### config.mk
export PLATFORM = sky130hd
export DESIGN_NAME = comparator_output_control
export DESIGN_NICKNAME = d
export VERILOG_FILES = /design/src/hw/cmp_ctrl_pkg.sv /design/src/hw/cmp_channel.sv /design/src/hw/comparator_output_control.sv
export SDC_FILE = /design/constraint.sdc
export NUM_CORES = 1
export LEC_CHECK = 0
export BUFFER_PORTS_ARGS = -buffer_cell sky130_fd_sc_hd__buf_2
export CAP_MARGIN = 20
export CORE_ASPECT_RATIO = 1.5
export CORE_MARGIN = 2
export CORE_UTILIZATION = 37
export CTS_CLUSTER_DIAMETER = 150
export DETAILED_ROUTE_END_ITERATION = 10
export GPL_ROUTABILITY_DRIVEN = 0
export HOLD_SLACK_MARGIN = 0.03
export PLACE_DENSITY = 0.75
export SYNTH_ARGS = -nofsm -noshare
export SYNTH_HDL_FRONTEND = slang
export SYNTH_SLANG_ARGS = --single-unit
### constraint.sdc
create_clock -name ref_clk -period 0.9 [get_ports ref_clk]
set_clock_uncertainty 0.05 [all_clocks]
set_input_delay 0.18 -clock ref_clk [delete_from_list [all_inputs] [get_ports ref_clk]]
set_output_delay 0.18 -clock ref_clk [all_outputs]
set_load 0.01 [all_outputs]
### src/hw/cmp_ctrl_pkg.sv
// Constants and carrier types for the comparator control and output logic.
// Assumes one clock at 100 MHz and an analog core that reports a raw
// comparison bit per comparator, synchronous to that clock.
// Operation
// - Raw result high when plus exceeds minus
// - Enable runs comparator, clear powers down
// - Result readable in control and shared register
// - Pin driven when enabled, output, and on
// - Output enable overrides port latch regardless
// - Internal output latched each instruction cycle
// - Polarity bit inverts comparator output
// - Speed select resets to one, normal
// - Hysteresis bit adds hysteresis per speed
// - Sync re-latches on timer clock fall
// - Output offered as timer gate source
// - Separate rise and fall detectors, enables
// - Enabled edge sets interrupt flag
// - Software clears flag, new edge wins
// - Interrupt needs three enables all set
// - Positive select picks one of four
// - Negative select picks one of four pins
// - Disabled comparator disconnects all inputs
// - Polarity or enable toggle can interrupt
// - Outputs feed PWM auto-shutdown logic
// - Analog pins read zero on port

package cmp_ctrl_pkg;

	// ==========================================================
	// Sizes, reset values and timing.
	localparam int          NUM_CMP           = 2;
	localparam int          INSTR_CLK_PER_CYC = 4;
	localparam int          CLK_PERIOD_NS     = 10;
	localparam int          CYC_CNT_W         = 2;
	localparam logic        SPEED_RESET       = 1'h1;
	localparam logic        OFF_RESET         = 1'h0;

	// ==========================================================
	// Channel select encodings.
	localparam logic [1:0]  PCH_PIN           = 2'h0;
	localparam logic [1:0]  PCH_CONVERTER     = 2'h1;
	localparam logic [1:0]  PCH_FIXED_REF     = 2'h2;
	localparam logic [1:0]  PCH_GROUND        = 2'h3;

	// ==========================================================
	// Per-comparator control bits.
	typedef struct packed {
		logic       cmpEnable;
		logic       pinOutputEnable;
		logic       outputInvert;
		logic       speedPowerSelect;
		logic       hysteresisEnable;
		logic       timerSyncEnable;
		logic       riseEdgeEnable;
		logic       fallEdgeEnable;
		logic       cmpIrqEnable;
		logic [1:0] positiveChannelSelect;
		logic [1:0] negativeChannelSelect;
	} cmp_cfg_t;

	// Analog core controls for one comparator.
	typedef struct packed {
		logic       powerOn;
		logic       fastMode;
		logic       hystOn;
		logic       posConnect;
		logic [1:0] posSel;
		logic       negConnect;
		logic [1:0] negSel;
	} analog_ctl_t;

	typedef enum logic [1:0] {PH_Q1, PH_Q2, PH_Q3, PH_Q4} instr_phase_t;

endpackage

### src/hw/cmp_channel.sv
// One comparator channel: polarity, cycle latch, timer sync, edge flag.
// Assumes the instruction strobe and timer clock level are synchronous.
`timescale 1ns/1ps

module cmp_channel
(
	input  wire logic                 ref_clk,
	input  wire logic                 arst_n,
	input  wire cmp_ctrl_pkg::cmp_cfg_t cfg,
	input  wire logic                 rawResult,
	input  wire logic                 instrStrobe,
	input  wire logic                 timerClkLevel,
	input  wire logic                 flagClear,
	output logic                      polOut,
	output logic                      cmpResult_q,
	output logic                      syncResult_q,
	output logic                      irqFlag_q
);

	logic timerClk_q;
	logic prevResult_q;
	logic riseHit;
	logic fallHit;
	logic edgeHit;

	// ==========================================================
	// Polarity and disabled output.
	// polarity applied
	assign polOut = (cfg.cmpEnable & rawResult) ^ cfg.outputInvert;

	// ==========================================================
	// Instruction cycle latch.
	// cycle latch
	always_ff @(posedge ref_clk or negedge arst_n)
	begin
		if (!arst_n)
			cmpResult_q <= 1'h0;
		else if (instrStrobe)
			cmpResult_q <= polOut;
	end

	// ==========================================================
	// Timer clock falling edge re-latch.
	always_ff @(posedge ref_clk or negedge arst_n)
	begin
		if (!arst_n)
			timerClk_q <= 1'h0;
		else
			timerClk_q <= timerClkLevel;
	end

	always_ff @(posedge ref_clk or negedge arst_n)
	begin
		if (!arst_n)
			syncResult_q <= 1'h0;
		else if (!cfg.timerSyncEnable)
			syncResult_q <= cmpResult_q;
		else if (timerClk_q && !timerClkLevel)
			syncResult_q <= cmpResult_q;
	end

	// ==========================================================
	// Edge detectors and flag.
	always_ff @(posedge ref_clk or negedge arst_n)
	begin
		if (!arst_n)
			prevResult_q <= 1'h0;
		else
			prevResult_q <= cmpResult_q;
	end

	assign riseHit = cmpResult_q & ~prevResult_q;
	assign fallHit = ~cmpResult_q & prevResult_q;
	assign edgeHit = (riseHit & cfg.riseEdgeEnable)
		| (fallHit & cfg.fallEdgeEnable);

	always_ff @(posedge ref_clk or negedge arst_n)
	begin
		if (!arst_n)
			irqFlag_q <= 1'h0;
		else if (edgeHit)
			irqFlag_q <= 1'h1;
		else if (flagClear)
			irqFlag_q <= 1'h0;
	end

	a_flag_set_wins: assert property (@(posedge ref_clk) disable iff (!arst_n)
		edgeHit |=> irqFlag_q)
		else $error("Flag not set after enabled edge.");

	a_flag_rise_cause: assert property (@(posedge ref_clk)
		disable iff (!arst_n)
		$rose(irqFlag_q) |-> $past(edgeHit))
		else $error("Flag rose without an enabled edge.");

	a_latch_on_strobe: assert property (@(posedge ref_clk)
		disable iff (!arst_n)
		!$past(instrStrobe) |-> $stable(cmpResult_q))
		else $error("Latched result moved off the strobe.");

	a_sync_on_fall: assert property (@(posedge ref_clk) disable iff (!arst_n)
		(cfg.timerSyncEnable && !(timerClk_q && !timerClkLevel))
		|=> $stable(syncResult_q))
		else $error("Synced result moved off a timer fall.");

endmodule

### src/hw/comparator_output_control.sv
// Top of the comparator control and output logic for NUM_CMP comparators.
// Assumes all inputs synchronous to ref_clk and the analog core outside.
`timescale 1ns/1ps

module comparator_output_control
#(
	parameter int NUM_CMP = cmp_ctrl_pkg::NUM_CMP,
	parameter int NUM_PIN = 8
)
(
	input  wire logic                          ref_clk,
	input  wire logic                          arst_n,
	input  wire cmp_ctrl_pkg::cmp_cfg_t [NUM_CMP-1:0] cmpCfg,
	input  wire logic [NUM_CMP-1:0]            rawResult,
	input  wire logic                          timerClkLevel,
	input  wire logic [NUM_CMP-1:0]            flagClear,
	input  wire logic                          peripheralIrqEnable,
	input  wire logic                          globalIrqEnable,
	input  wire logic [NUM_CMP-1:0]            pinDirection,
	input  wire logic [NUM_CMP-1:0]            portLatch,
	input  wire logic [NUM_PIN-1:0]            portPinIn,
	input  wire logic [NUM_PIN-1:0]            analogPinSelect,
	output cmp_ctrl_pkg::analog_ctl_t [NUM_CMP-1:0] analogCtl_q,
	output logic [NUM_CMP-1:0]                 cmpResult_q,
	output logic [NUM_CMP-1:0]                 sharedResultReg_q,
	output logic [NUM_CMP-1:0]                 irqFlag_q,
	output logic                               cpuIrq_q,
	output logic [NUM_CMP-1:0]                 timerGate_q,
	output logic [NUM_CMP-1:0]                 pwmShutdown_q,
	output logic [NUM_CMP-1:0]                 pinOut_q,
	output logic [NUM_CMP-1:0]                 pinOe_q,
	output logic [NUM_PIN-1:0]                 portRead_q
);

	cmp_ctrl_pkg::instr_phase_t phase_q;
	logic                       instrStrobe;
	logic [NUM_CMP-1:0]         polOut;
	logic [NUM_CMP-1:0]         latched;
	logic [NUM_CMP-1:0]         synced;
	logic [NUM_CMP-1:0]         flags;

	// ==========================================================
	// Instruction cycle phase counter.
	always_ff @(posedge ref_clk or negedge arst_n)
	begin
		if (!arst_n)
			phase_q <= cmp_ctrl_pkg::PH_Q1;
		else
			unique case (phase_q)
				cmp_ctrl_pkg::PH_Q1: phase_q <= cmp_ctrl_pkg::PH_Q2;
				cmp_ctrl_pkg::PH_Q2: phase_q <= cmp_ctrl_pkg::PH_Q3;
				cmp_ctrl_pkg::PH_Q3: phase_q <= cmp_ctrl_pkg::PH_Q4;
				cmp_ctrl_pkg::PH_Q4: phase_q <= cmp_ctrl_pkg::PH_Q1;
			endcase
	end

	assign instrStrobe = (phase_q == cmp_ctrl_pkg::PH_Q4);

	// ==========================================================
	// Comparator channels.
	generate
		for (genvar i = 0; i < NUM_CMP; i++)
		begin : g_cmp
			cmp_channel u_chan (
				.ref_clk       (ref_clk),
				.arst_n        (arst_n),
				.cfg           (cmpCfg[i]),
				.rawResult     (rawResult[i]),
				.instrStrobe   (instrStrobe),
				.timerClkLevel (timerClkLevel),
				.flagClear     (flagClear[i]),
				.polOut        (polOut[i]),
				.cmpResult_q   (latched[i]),
				.syncResult_q  (synced[i]),
				.irqFlag_q     (flags[i])
			);

			always_ff @(posedge ref_clk or negedge arst_n)
			begin
				if (!arst_n)
				begin
					analogCtl_q[i].powerOn    <= cmp_ctrl_pkg::OFF_RESET;
					analogCtl_q[i].fastMode   <= cmp_ctrl_pkg::SPEED_RESET;
					analogCtl_q[i].hystOn     <= 1'h0;
					analogCtl_q[i].posConnect <= 1'h0;
					analogCtl_q[i].posSel     <= cmp_ctrl_pkg::PCH_PIN;
					analogCtl_q[i].negConnect <= 1'h0;
					analogCtl_q[i].negSel     <= 2'h0;
				end
				else
				begin
					analogCtl_q[i].powerOn    <= cmpCfg[i].cmpEnable;
					analogCtl_q[i].fastMode   <= cmpCfg[i].speedPowerSelect;
					analogCtl_q[i].hystOn     <= cmpCfg[i].hysteresisEnable;
					analogCtl_q[i].posConnect <= cmpCfg[i].cmpEnable;
					analogCtl_q[i].posSel     <=
						cmpCfg[i].positiveChannelSelect;
					analogCtl_q[i].negConnect <= cmpCfg[i].cmpEnable;
					analogCtl_q[i].negSel     <=
						cmpCfg[i].negativeChannelSelect;
				end
			end

			always_ff @(posedge ref_clk or negedge arst_n)
			begin
				if (!arst_n)
				begin
					pinOut_q[i] <= 1'h0;
					pinOe_q[i]  <= 1'h0;
				end
				else
				begin
					pinOut_q[i] <= cmpCfg[i].pinOutputEnable ? polOut[i]
						: portLatch[i];
					pinOe_q[i]  <= ~pinDirection[i]
						& (~cmpCfg[i].pinOutputEnable | cmpCfg[i].cmpEnable);
				end
			end
		end
	endgenerate

	// ==========================================================
	// Result, gate, shutdown and flag outputs.
	// result fan-out
	always_ff @(posedge ref_clk or negedge arst_n)
	begin
		if (!arst_n)
		begin
			cmpResult_q       <= '0;
			sharedResultReg_q <= '0;
			timerGate_q       <= '0;
			pwmShutdown_q     <= '0;
			irqFlag_q         <= '0;
		end
		else
		begin
			cmpResult_q       <= latched;
			sharedResultReg_q <= latched;
			timerGate_q       <= synced;
			pwmShutdown_q     <= polOut;
			irqFlag_q         <= flags;
		end
	end

	always_ff @(posedge ref_clk or negedge arst_n)
	begin
		if (!arst_n)
			cpuIrq_q <= 1'h0;
		else
		begin
			cpuIrq_q <= 1'h0;
			for (int k = 0; k < NUM_CMP; k++)
				if (flags[k] && cmpCfg[k].cmpIrqEnable)
					cpuIrq_q <= peripheralIrqEnable & globalIrqEnable;
		end
	end

	always_ff @(posedge ref_clk or negedge arst_n)
	begin
		if (!arst_n)
			portRead_q <= '0;
		else
			portRead_q <= portPinIn & ~analogPinSelect;
	end

	a_irq_needs_gie: assert property (@(posedge ref_clk) disable iff (!arst_n)
		cpuIrq_q |-> $past(globalIrqEnable && peripheralIrqEnable))
		else $error("Interrupt raised without both enables.");

	a_analog_reads_zero: assert property (@(posedge ref_clk)
		disable iff (!arst_n)
		##1 ($past(analogPinSelect) & portRead_q) == '0)
		else $error("Analog pin read as one.");

	a_pin_drive: assert property (@(posedge ref_clk) disable iff (!arst_n)
		(cmpCfg[0].pinOutputEnable && !pinDirection[0]
		 && cmpCfg[0].cmpEnable) |=> pinOe_q[0] && pinOut_q[0] == $past(polOut[0]))
		else $error("Pin not driven by comparator.");

	a_shared_match: assert property (@(posedge ref_clk) disable iff (!arst_n)
		sharedResultReg_q == cmpResult_q)
		else $error("Shared result differs from status bit.");

	a_off_disconnect: assert property (@(posedge ref_clk) disable iff (!arst_n)
		!cmpCfg[0].cmpEnable |=> !analogCtl_q[0].posConnect
		&& !analogCtl_q[0].negConnect && !analogCtl_q[0].powerOn)
		else $error("Inputs connected while disabled.");

endmodule

==> results of run 1 <==
worst paths after layout:
path | from | end | cells after the start
min | cmpCfg[11] | pinOe_q[0] | 2
min in group asynchronous | arst_n | pwmShutdown_q[0] | 2
min reg2reg | g_cmp[0].u_chan.syncResult_q | timerGate_q[0] | 0
max in group asynchronous | arst_n | analogCtl_q[3] | 3
max reg2reg | phase_q[0] | phase_q[0] | 3
max | analogCtl_q[16] | analogCtl_q[16] | 1
power breakdown:
part	internal, W	switching (W)
clock	0.000542	0.000603
sequential	0.00213	0.0000722
combinational	0.000374	0.000277
layer usage:
metal / up-vias / track usage, % / wire length (um)
met1: 524 / 14.90 / 1096
met4: 0 / 3.659 / 14
met5: - / 0 / 0
li1: 561 / - / -
met2: 54 / 28.33 / 1936
met3: 2 / 4.140 / 186
cell type report:
class                      instances  share of cell area (%)
sequential                        44                   45.35
timing repair buffer             128                   34.36
multi-input combinational         40                   13.25
clock buffer                       6                   2.979
tap                               45                   2.311
inverter                           8                   1.233
clock inverter                     2                  0.5136
logic make-up (layout without fill, tap and decap cells):
| group | after synthesis | count (layout) |
|---|---|---|
| fa+ha+maj | 3 | 3 |
| buf+inv | 16 | 144 |
| compound gates | 9 | 9 |
| flops | 44 | 44 |
| xor+xnor | 2 | 2 |
| simple gates | 24 | 24 |
| mux | 2 | 2 |
placed cells by master, fill, tap and decap left out, types with 2 or more instances in the layout:
cell type       n
a21oi_1         6
buf_2          90
buf_4           5
buf_6           7
clkbuf_8        5
dfrtp_1        41
dfstp_2         2
dlygate4sd3_1  25
ha_4            2
inv_1           6
inv_2           2
mux2_4          2
nand2_1         5
nand2_2         2
nand3b_1        2
nor2_1          3
nor2_2          2
nor2b_1         8
o221ai_2        2
xor2_1          2
stage by stage:
| step | hold WS, ns | cells | setup WS (ns) | setup TNS (ns) | cell area (um2) |
|---|---|---|---|---|---|
| after global routing | 0.03798 | 273 | -0.2827 | -7.418 | 2436 |
| after CTS | 0.03765 | 273 | -0.2466 | -6.053 | 2377 |
| after global placement | 0.02166 | 238 | -0.05856 | -0.1901 | 2003 |
| final | 0.03998 | 273 | -0.2454 | -5.566 | 2436 |
| after floorplan | -0.1656 | 100 | -0.04710 | -0.1404 | 1474 |
| after detailed placement | 0.02392 | 238 | -0.08554 | -0.2729 | 2003 |
repair_timing:
action,in CTS,in global routing
pin swaps,2,3
setup buffers,2,1
gates cloned,0,0
hold buffers,25,0
hold endpoints to repair,68,0
gates resized for setup,6,12
setup endpoints to repair,47,49
==> results by group, run 1 <==
Detailed routing
  • Iter 0 DRT Violations: 9
  • Drt pass-1 iters: 4
  • Antenna-violating nets left: 0
  • Drt via density: 4.179
  • DRC viols: 0
  • Final wirelength: 3.234 mm
  • Routed len/inst: ~12 um
  • Vias: 1,141

Placement
  • Port Buf Inserts: 95
  • DP Wirelength: 2.208 mm

Floorplan
  • IO Pins: 96
  • Die X: between 50 and 60 um
  • Initial core utilization: between 30% and 40%
  • Core area: 3889 um2
  • Die area: 4500 um2
  • Std-Cell Rows: 28
  • Die height: 81.17 um

STA
  • Pins Over Slew Limit: 0
  • Final period util: 127.3%
  • F_max: 0.8731 GHz
  • RSZ-0062 raised after global routing: yes
  • Setup violations, final: 46
  • Worst Max-Slew Pin Slew: 0.2802 ns
  • Final Hold Viols: 0
  • Final WS setup: -0.2454 ns
  • Tmin final: 1.145 ns
  • Worst rel slew slack: 81.32%

Worst setup path
  • WS Path Type: reg2out
  • Crit-path cells: buf_6
  • Flop-to-flop setup slack: -0.15 ns
  • CP Data Required Time: ~0.67 ns
  • Critical Path AT: about 0.92 ns
  • Crit path max-delay family: flip-flops
  • Buf/Inv on CP: 1
  • CP Capture Type: output pin
  • CP peak stage delay: 0.54 ns
  • Worst Path Max Fanout: 1
  • Critical-path top delay cell: dfstp_2
  • CP Launch Type: flip-flop

Layout
  • Area used by multi-input combinational logic: 322.8 um2
  • Flip-flop count of the largest register after layout: 14
  • Fraction of layout cells with a size suffix above 1: 56.14%
  • FILL cells: 328
  • Largest register by flop count: analogCtl_q
  • Area Growth Syn to Fin: 65.84%
  • Inserted Diodes: 0
  • Register Area: 1105 um2
  • Final #Nets: 285
  • Core Util, Final: 62.64%
  • Largest registers: analogCtl_q (14), portRead_q (8)

GRT
  • GR Util All Layers: 14.44%
  • Initial antenna violation count: 0
  • First-pass GRT wire length: 4.988 mm
  • Overflow after GRT: 0
  • Largest net degree at the start of global routing: 22
  • Vias in the first global route: ~1.2k

Clocking
  • H-tree depth: 2
  • Clock-pin slew on the worst setup and hold paths: 0.08 ns
  • CTS tree: built
  • Num CTS Buffers: 5
  • Root buffer cell: clkbuf_8
  • # clock sinks: 44
  • Clock latency on the worst-skew pair: 0.29 ns
  • Clk buf depth: 2

Synthesis
  • Asr flop ratio synth: 100.0%
  • Post-synth net total: 158
  • Synth cell types: 17
  • Warnings from Yosys: 0
  • Compound-Gate Fraction of Synth Area: under 10%
  • Post-Synth Simple-Gate Area: 9.199%
  • Adder-cell area share of the yosys netlist: 2.555%
  • Area of the mapped netlist: approximately 1500 um2
  • Top cells by area, synth: dfrtp_1 (72%), buf_4 (4.1%), dfstp_2 (3.6%)
  • Area leader, netlist: dfrtp_1
  • Xor/xnor cell area share of the yosys netlist: roughly 1.2%
  • Seq/Total Area, Yosys: around three quarters
  • Number of synthesized flops with an enable pin: 0
  • Count leader, synth: dfrtp_1
  • Share of the synthesized area in the top cell type: 71.55%
  • Mux cell area share after synthesis: ~2.0%
  • Dominant combinational cell family by area after synthesis: simple AND/OR/NAND/NOR gates
  • Synthesized instance count: 100
  • Commonest cells in the netlist: dfrtp_1 (42), buf_4 (8), inv_1 (8), nor2b_1 (8), a21oi_1 (6)
  • Syn Area/Cell: about 15 um2
  • #FFs+latches synth: 44
  • Main synth FF type: dfrtp_1

Run status
  • Failing checks: setup timing
  • Status: complete, but fails checks

Power and ir drop
  • Pwr Density: 1642 nW/um2
  • Total Power: roughly 0.0040 W
  • P_leak: ~1.3 nW
  • VDD IR-drop max: 0.001175 V

Run
  • Max-cap violations: 0

Min path
  • Hold Path Class: in2reg
Note: power is estimated with default switching activity, not from simulation.
==> inputs of run 2 (changes only) <==
--- a/config.mk
+++ b/config.mk
@@ -14,7 +14,8 @@
 export DETAILED_ROUTE_END_ITERATION = 10
 export GPL_ROUTABILITY_DRIVEN = 0
 export HOLD_SLACK_MARGIN = 0.03
-export PLACE_DENSITY = 0.75
+export PLACE_DENSITY = 0.86
+export SKIP_CTS_REPAIR_TIMING = 1
 export SYNTH_ARGS = -nofsm -noshare
 export SYNTH_HDL_FRONTEND = slang
 export SYNTH_SLANG_ARGS = --single-unit
==> results by group, run 2 (synthesis results as in run 1) <==
Layout
  • Fraction of layout cells with a size suffix above 1: 54.63% (-1.5 points)
  • Final #Nets: 284 (-0.35%)
  • Commonest cells after routing, fill and taps aside: buf_2 (91), dfrtp_1 (42), dlygate4sd3_1 (26)
  • Post-route cell area: 2421 um2 (-0.62%)
  • Inserted Diodes: 0 (unchanged)
  • Most common cell after layout, fill and taps aside: buf_2
  • Flip-flop count of the largest register after layout: 14 (unchanged)
  • Core Util, Final: 62.26% (-0.39 points)
  • Largest register by flop count: analogCtl_q
  • FILL cells: 315 (-4.0%)
  • Largest registers: analogCtl_q (14), portRead_q (8)
  • Area Growth Syn to Fin: 64.82%

Placement
  • Port Buf Inserts: 95 (unchanged)
  • DP Wirelength: 2.526 mm (+14%)
  • Placed inst area: 1988 um2 (-0.75%)

Detailed routing
  • Drt via density: 4.246 (+1.6%)
  • DRC viols: 0 (unchanged)
  • Final wirelength: 3.453 mm (+6.8%)
  • Routed len/inst: 12.69 um (+7.2%)
  • Iter 0 DRT Violations: 10 (+1)
  • Antenna-violating nets left: 0 (unchanged)
  • Drt pass-1 iters: 4 (unchanged)
  • Vias: 1,155 (+1.2%)

Worst setup path
  • Reg2Reg Depth: 3 (unchanged)
  • CP peak stage delay: 0.54 ns (about the same)
  • CP Capture Type: output pin
  • WP depth: 1 (unchanged)
  • Crit-path cells: buf_6
  • Worst Path Max Fanout: 1 (unchanged)
  • Critical-path top delay cell: dfstp_2
  • CP Launch Type: flip-flop
  • Crit path max-delay family: flip-flops
  • Crit. Startpoint: analogCtl_q[7]
  • Critical Path AT: 0.92 ns (about the same)
  • WS Path Type: reg2out
  • Buf/Inv on CP: 1 (unchanged)
  • CP Data Required Time: 0.67 ns (about the same)
  • FF-to-FF Start: phase_q[0]

STA
  • Final Hold Viols: 0 (unchanged)
  • Worst rel slew slack: 79.07% (-2.2 points)
  • Min Hold Slack: 0.04301 ns (+0.003033 ns)
  • Final TNS setup: -5.716 ns (-0.1504 ns)
  • Setup violations, final: 46 (unchanged)
  • F_max: 0.8729 GHz (about the same)
  • Worst Max-Slew Pin Slew: 0.3129 ns (+0.03267 ns)
  • Final WS setup: -0.2456 ns (-0.0001720 ns)
  • Pins Over Slew Limit: 0 (unchanged)
  • RSZ-0062 raised after global routing: yes
  • Tmin final: 1.146 ns (+0.0001720 ns)
  • Final period util: 127.3% (about the same)

Clocking
  • CTS tree: built
  • Root buffer cell: clkbuf_8
  • # clock sinks: 44 (unchanged)
  • Clock-pin slew on the worst setup and hold paths: 0.08 ns (about the same)
  • Clk buf depth: 2 (unchanged)
  • H-tree depth: 2 (unchanged)
  • Num CTS Buffers: 5 (unchanged)
  • Clock latency on the worst-skew pair: 0.28 ns (about the same)

Floorplan
  • Die height: 81.17 um (unchanged)
  • Initial core utilization: 37.77% (unchanged)
  • IO Pins: 96 (unchanged)
  • Die X: 55.45 um (unchanged)
  • Die area: 4500 um2 (unchanged)
  • Std-Cell Rows: 28 (unchanged)
  • Core area: 3889 um2 (unchanged)

GRT
  • Largest net degree at the start of global routing: 20 (-9.1%)
  • First-pass GRT wire length: 4.650 mm (-6.8%)
  • GR Util All Layers: 13.97% (-0.47 points)
  • Initial antenna violation count: 0 (unchanged)
  • Vias in the first global route: 1,087 (-5.6%)
  • Overflow after GRT: 0 (unchanged)

Run
  • Max-cap violations: 0 (unchanged)

Power and ir drop
  • P_leak: 1.273 nW (+0.26%)
  • Total Power: 0.004052 W (+1.3%)
  • Pwr Density: 1674 nW/um2 (+1.9%)
  • VDD IR-drop max: 0.001101 V (-6.3%)

Min path
  • WHS Path Cells: 2 (unchanged)
  • Hold Path Class: in2reg
  • Hold path start: cmpCfg[11]

Run status
  • Status: complete, but fails checks
  • Failing checks: setup timing
==> run 2: layout make-up <==
class | instances | area (um2) | share of cell area [%]
Clock inverter | 2 | 10.01 | 0.4134
Timing Repair Buffer | 127 | 822.0 | 33.95
Inverter | 8 | 30.03 | 1.240
Tap cell | 45 | 56.30 | 2.326
Sequential cell | 44 | 1104 | 45.58
Multi-Input combinational cell | 40 | 316.6 | 13.07
Clock buffer | 6 | 82.58 | 3.411
==> run 2: path summary, 6_finish.rpt <==
| check | endpoint | slack [ns] |
|---|---|---|
| setup / recovery | analogCtl_q[7] | -0.25 |
| hold / removal | pinOe_q[0] | 0.04 |
| setup reg to reg | phase_q[0] | -0.15 |
| hold reg to reg | timerGate_q[0] | 0.36 |
| max in group asynchronous | analogCtl_q[4] | 0.14 |
| min in group asynchronous | g_cmp[0].u_chan.syncResult_q | 0.25 |
==> run 2: report_power, final <==
part | internal, W | switching (W)
Combinational | 0.000355 | 0.000272
Sequential | 0.00213 | 0.0000753
Clock | 0.000612 | 0.000606
==> run 2: stage by stage <==
step | cells | worst slack, ns
5_1_grt | 272 | -0.2848
4_1_cts | 244 | -0.2628
6_report | 272 | -0.2456
3_3_place_gp | 236 | -0.05721
3_5_place_dp | 236 | -0.08920
2_1_floorplan | 100 | -0.04710
==> run 2: routing by layer <==
metal	vias to the layer above	routed length [um]	part of all wire [%]	global-route usage [%]
met5	-	0	0	0
met4	0	99	2.9	10.00
met3	8	196	5.7	4.140
met2	58	1975	57	25.24
met1	534	1181	34	13.46
li1	555	-	-	-
==> inputs of run 3 (changes only) <==
--- a/config.mk
+++ b/config.mk
@@ -9,12 +9,13 @@
 export CAP_MARGIN = 20
 export CORE_ASPECT_RATIO = 1.5
 export CORE_MARGIN = 2
-export CORE_UTILIZATION = 37
+export CORE_UTILIZATION = 39
+export CTS_BUF_LIST = sky130_fd_sc_hd__clkbuf_8
 export CTS_CLUSTER_DIAMETER = 150
 export DETAILED_ROUTE_END_ITERATION = 10
 export GPL_ROUTABILITY_DRIVEN = 0
 export HOLD_SLACK_MARGIN = 0.03
-export PLACE_DENSITY = 0.86
+export PLACE_DENSITY = 0.89
 export SKIP_CTS_REPAIR_TIMING = 1
 export SYNTH_ARGS = -nofsm -noshare
 export SYNTH_HDL_FRONTEND = slang
==> results by group, run 3 (synthesis results as in run 1) <==
Run status
  • Status: complete, but fails checks
  • Failing checks: setup timing

Detailed routing
  • Antenna-violating nets left: 0 (unchanged)
  • Drt via density: 4.363 (+2.8%)
  • DRC viols: 0 (unchanged)
  • Drt pass-1 iters: 2 (-2)
  • Final wirelength: 3.407 mm (-1.3%)
  • Routed len/inst: 12.76 um (+0.52%)
  • Vias: 1,165 (+0.87%)
  • Iter 0 DRT Violations: 1 (-9)

Floorplan
  • Std-Cell Rows: 27 (-3.6%)
  • Die X: 54.11 um (-2.4%)
  • Die height: 79.17 um (-2.5%)
  • IO Pins: 96 (unchanged)
  • Core area: 3649 um2 (-6.2%)
  • Initial core utilization: 40.26% (+2.5 points)
  • Die area: 4284 um2 (-4.8%)

GRT
  • Overflow after GRT: 0 (unchanged)
  • Initial antenna violation count: 0 (unchanged)
  • Met3 usage: 4.699% (+0.56 points)
  • GR Layer Usage met1: 11.96% (-1.5 points)
  • Vias in the first global route: 1,083 (-0.37%)
  • Routing usage on met2: 28.29% (+3.1 points)
  • GR peak layer: met2
  • First-pass GRT wire length: 4.374 mm (-5.9%)
  • Largest net degree at the start of global routing: 45 (+130%)
  • GR Util All Layers: 14.36% (+0.39 points)

Worst setup path
  • WS Path Type: reg2out
  • Flop-to-flop setup slack: -0.09 ns (+0.06 ns)
  • WP depth: 1 (unchanged)
  • Reg2Reg Depth: 3 (unchanged)
  • Critical-path top delay cell: dfstp_2
  • Critical R2R Capture: phase_q[0]
  • Crit path max-delay family: flip-flops
  • CP peak stage delay: 0.53 ns (about the same)
  • CP Capture Type: output pin
  • CP Launch Type: flip-flop
  • Crit-path cells: buf_6
  • Worst Path Max Fanout: 1 (unchanged)
  • Buf/Inv on CP: 1 (unchanged)
  • FF-to-FF Start: phase_q[1]
  • CP Data Required Time: 0.67 ns (about the same)
  • Critical Path AT: 0.91 ns (about the same)

Layout
  • Area Growth Syn to Fin: 62.78%
  • Post-route cell area: 2391 um2 (-1.2%)
  • Final #Nets: 281 (-1.1%)
  • Flip-flop count of the largest register after layout: 14 (unchanged)
  • Largest register by flop count: analogCtl_q
  • Inserted Diodes: 0 (unchanged)
  • Largest registers: analogCtl_q (14), portRead_q (8)
  • Commonest cells after routing, fill and taps aside: buf_2 (87), dfrtp_1 (42), dlygate4sd3_1 (24)
  • Most common cell after layout, fill and taps aside: buf_2
  • FILL cells: 289 (-8.3%)
  • Fraction of layout cells with a size suffix above 1: 53.57% (-1.1 points)
  • Core Util, Final: 65.54% (+3.3 points)

STA
  • Pins Over Slew Limit: 0 (unchanged)
  • RSZ-0062 raised after global routing: yes
  • Final WS setup: -0.2352 ns (+0.01034 ns)
  • Final period util: 126.1% (-1.1 points)
  • Worst Max-Slew Pin Slew: 0.2746 ns (-0.03823 ns)
  • Setup violations, final: 47 (+2.2%)
  • Worst rel slew slack: 81.63% (+2.6 points)
  • Tmin final: 1.135 ns (-0.01034 ns)
  • F_max: 0.8809 GHz (+0.91%)
  • Final Hold Viols: 0 (unchanged)

Min path
  • Hold path start: cmpCfg[24]
  • Hold Path Class: in2reg
  • Hold Path End: pinOe_q[1]
  • WHS Path Cells: 2 (unchanged)

Run
  • Max-cap violations: 0 (unchanged)

Placement
  • DP Wirelength: 2.360 mm (-6.6%)
  • Port Buf Inserts: 95 (unchanged)
  • Placed inst area: 1978 um2 (-0.50%)
  • Post-Place Worst Slack: -0.09395 ns (-0.004746 ns)

Clocking
  • # clock sinks: 44 (unchanged)
  • Clock latency on the worst-skew pair: 0.28 ns (about the same)
  • Clk buf depth: 2 (unchanged)
  • H-tree depth: 2 (unchanged)
  • Num CTS Buffers: 5 (unchanged)
  • CTS tree: built
  • Clock-pin slew on the worst setup and hold paths: 0.07 ns (about the same)
  • Root buffer cell: clkbuf_8

Power and ir drop
  • Total Power: 0.003952 W (-2.5%)
  • P_leak: 1.265 nW (-0.67%)
  • Pwr Density: 1653 nW/um2 (-1.2%)
  • VDD IR-drop max: 0.001148 V (+4.3%)
run 3: cell count changes in the layout (fill, tap and decap cells not counted), moves of 2 or more:
cell / change
buf_2: -4
buf_6: +3
dlygate4sd3_1: -2
nor2_1: +2
nor2_2: -2
run 3: how the worst max path moves through the flow:
stage                                          start                            to
final                                 analogCtl_q[7]                analogCtl_q[7]
after global routing                  analogCtl_q[7]                analogCtl_q[7]
after CTS                             analogCtl_q[7]                analogCtl_q[7]
after detailed placement  g_cmp[1].u_chan.timerClk_q  g_cmp[1].u_chan.syncResult_q
after global placement                    phase_q[0]                    phase_q[0]
after floorplan           g_cmp[1].u_chan.timerClk_q  g_cmp[0].u_chan.syncResult_q
run 3: worst reg2reg max path, stage by stage, from the launching register on:
cell,delay [ns]
dfrtp_1,0.39
inv_2,0.06
ha_4,0.15
or2_4,0.23
run 3: where the power goes:
part / total, W / internal (W) / switching (W) / leakage, nW
Clock: 0.00111 / 0.000522 / 0.000592 / 0.0505
Combinational: 0.000631 / 0.000363 / 0.000268 / 0.688
Sequential: 0.00221 / 0.00213 / 0.0000748 / 0.526
run 3: layer usage:
metal	up-vias	wire (um)
met1	552	1041
met5	-	0
li1	552	-
met3	8	232
met4	0	55
met2	53	2078
run 3: area by class of cell:
class,instances,area [um2],share of cell area [%]
clock inverter,3,12.51,0.5233
clock buffer,5,68.82,2.878
timing repair buffer,124,815.8,34.12
inverter,8,30.03,1.256
tap,43,53.80,2.250
sequential,44,1104,46.15
multi-input combinational,40,306.5,12.82
run 3: metrics by stage:
step	std cells	hold slack [ns]	setup TNS, ns
3_5_place_dp	233	0.1215	-0.4028
2_1_floorplan	100	-0.1656	-0.1404
4_1_cts	241	-0.1912	-6.119
5_1_grt	267	0.04034	-7.375
6_report	267	0.03636	-5.666
3_3_place_gp	233	0.1158	-0.1878
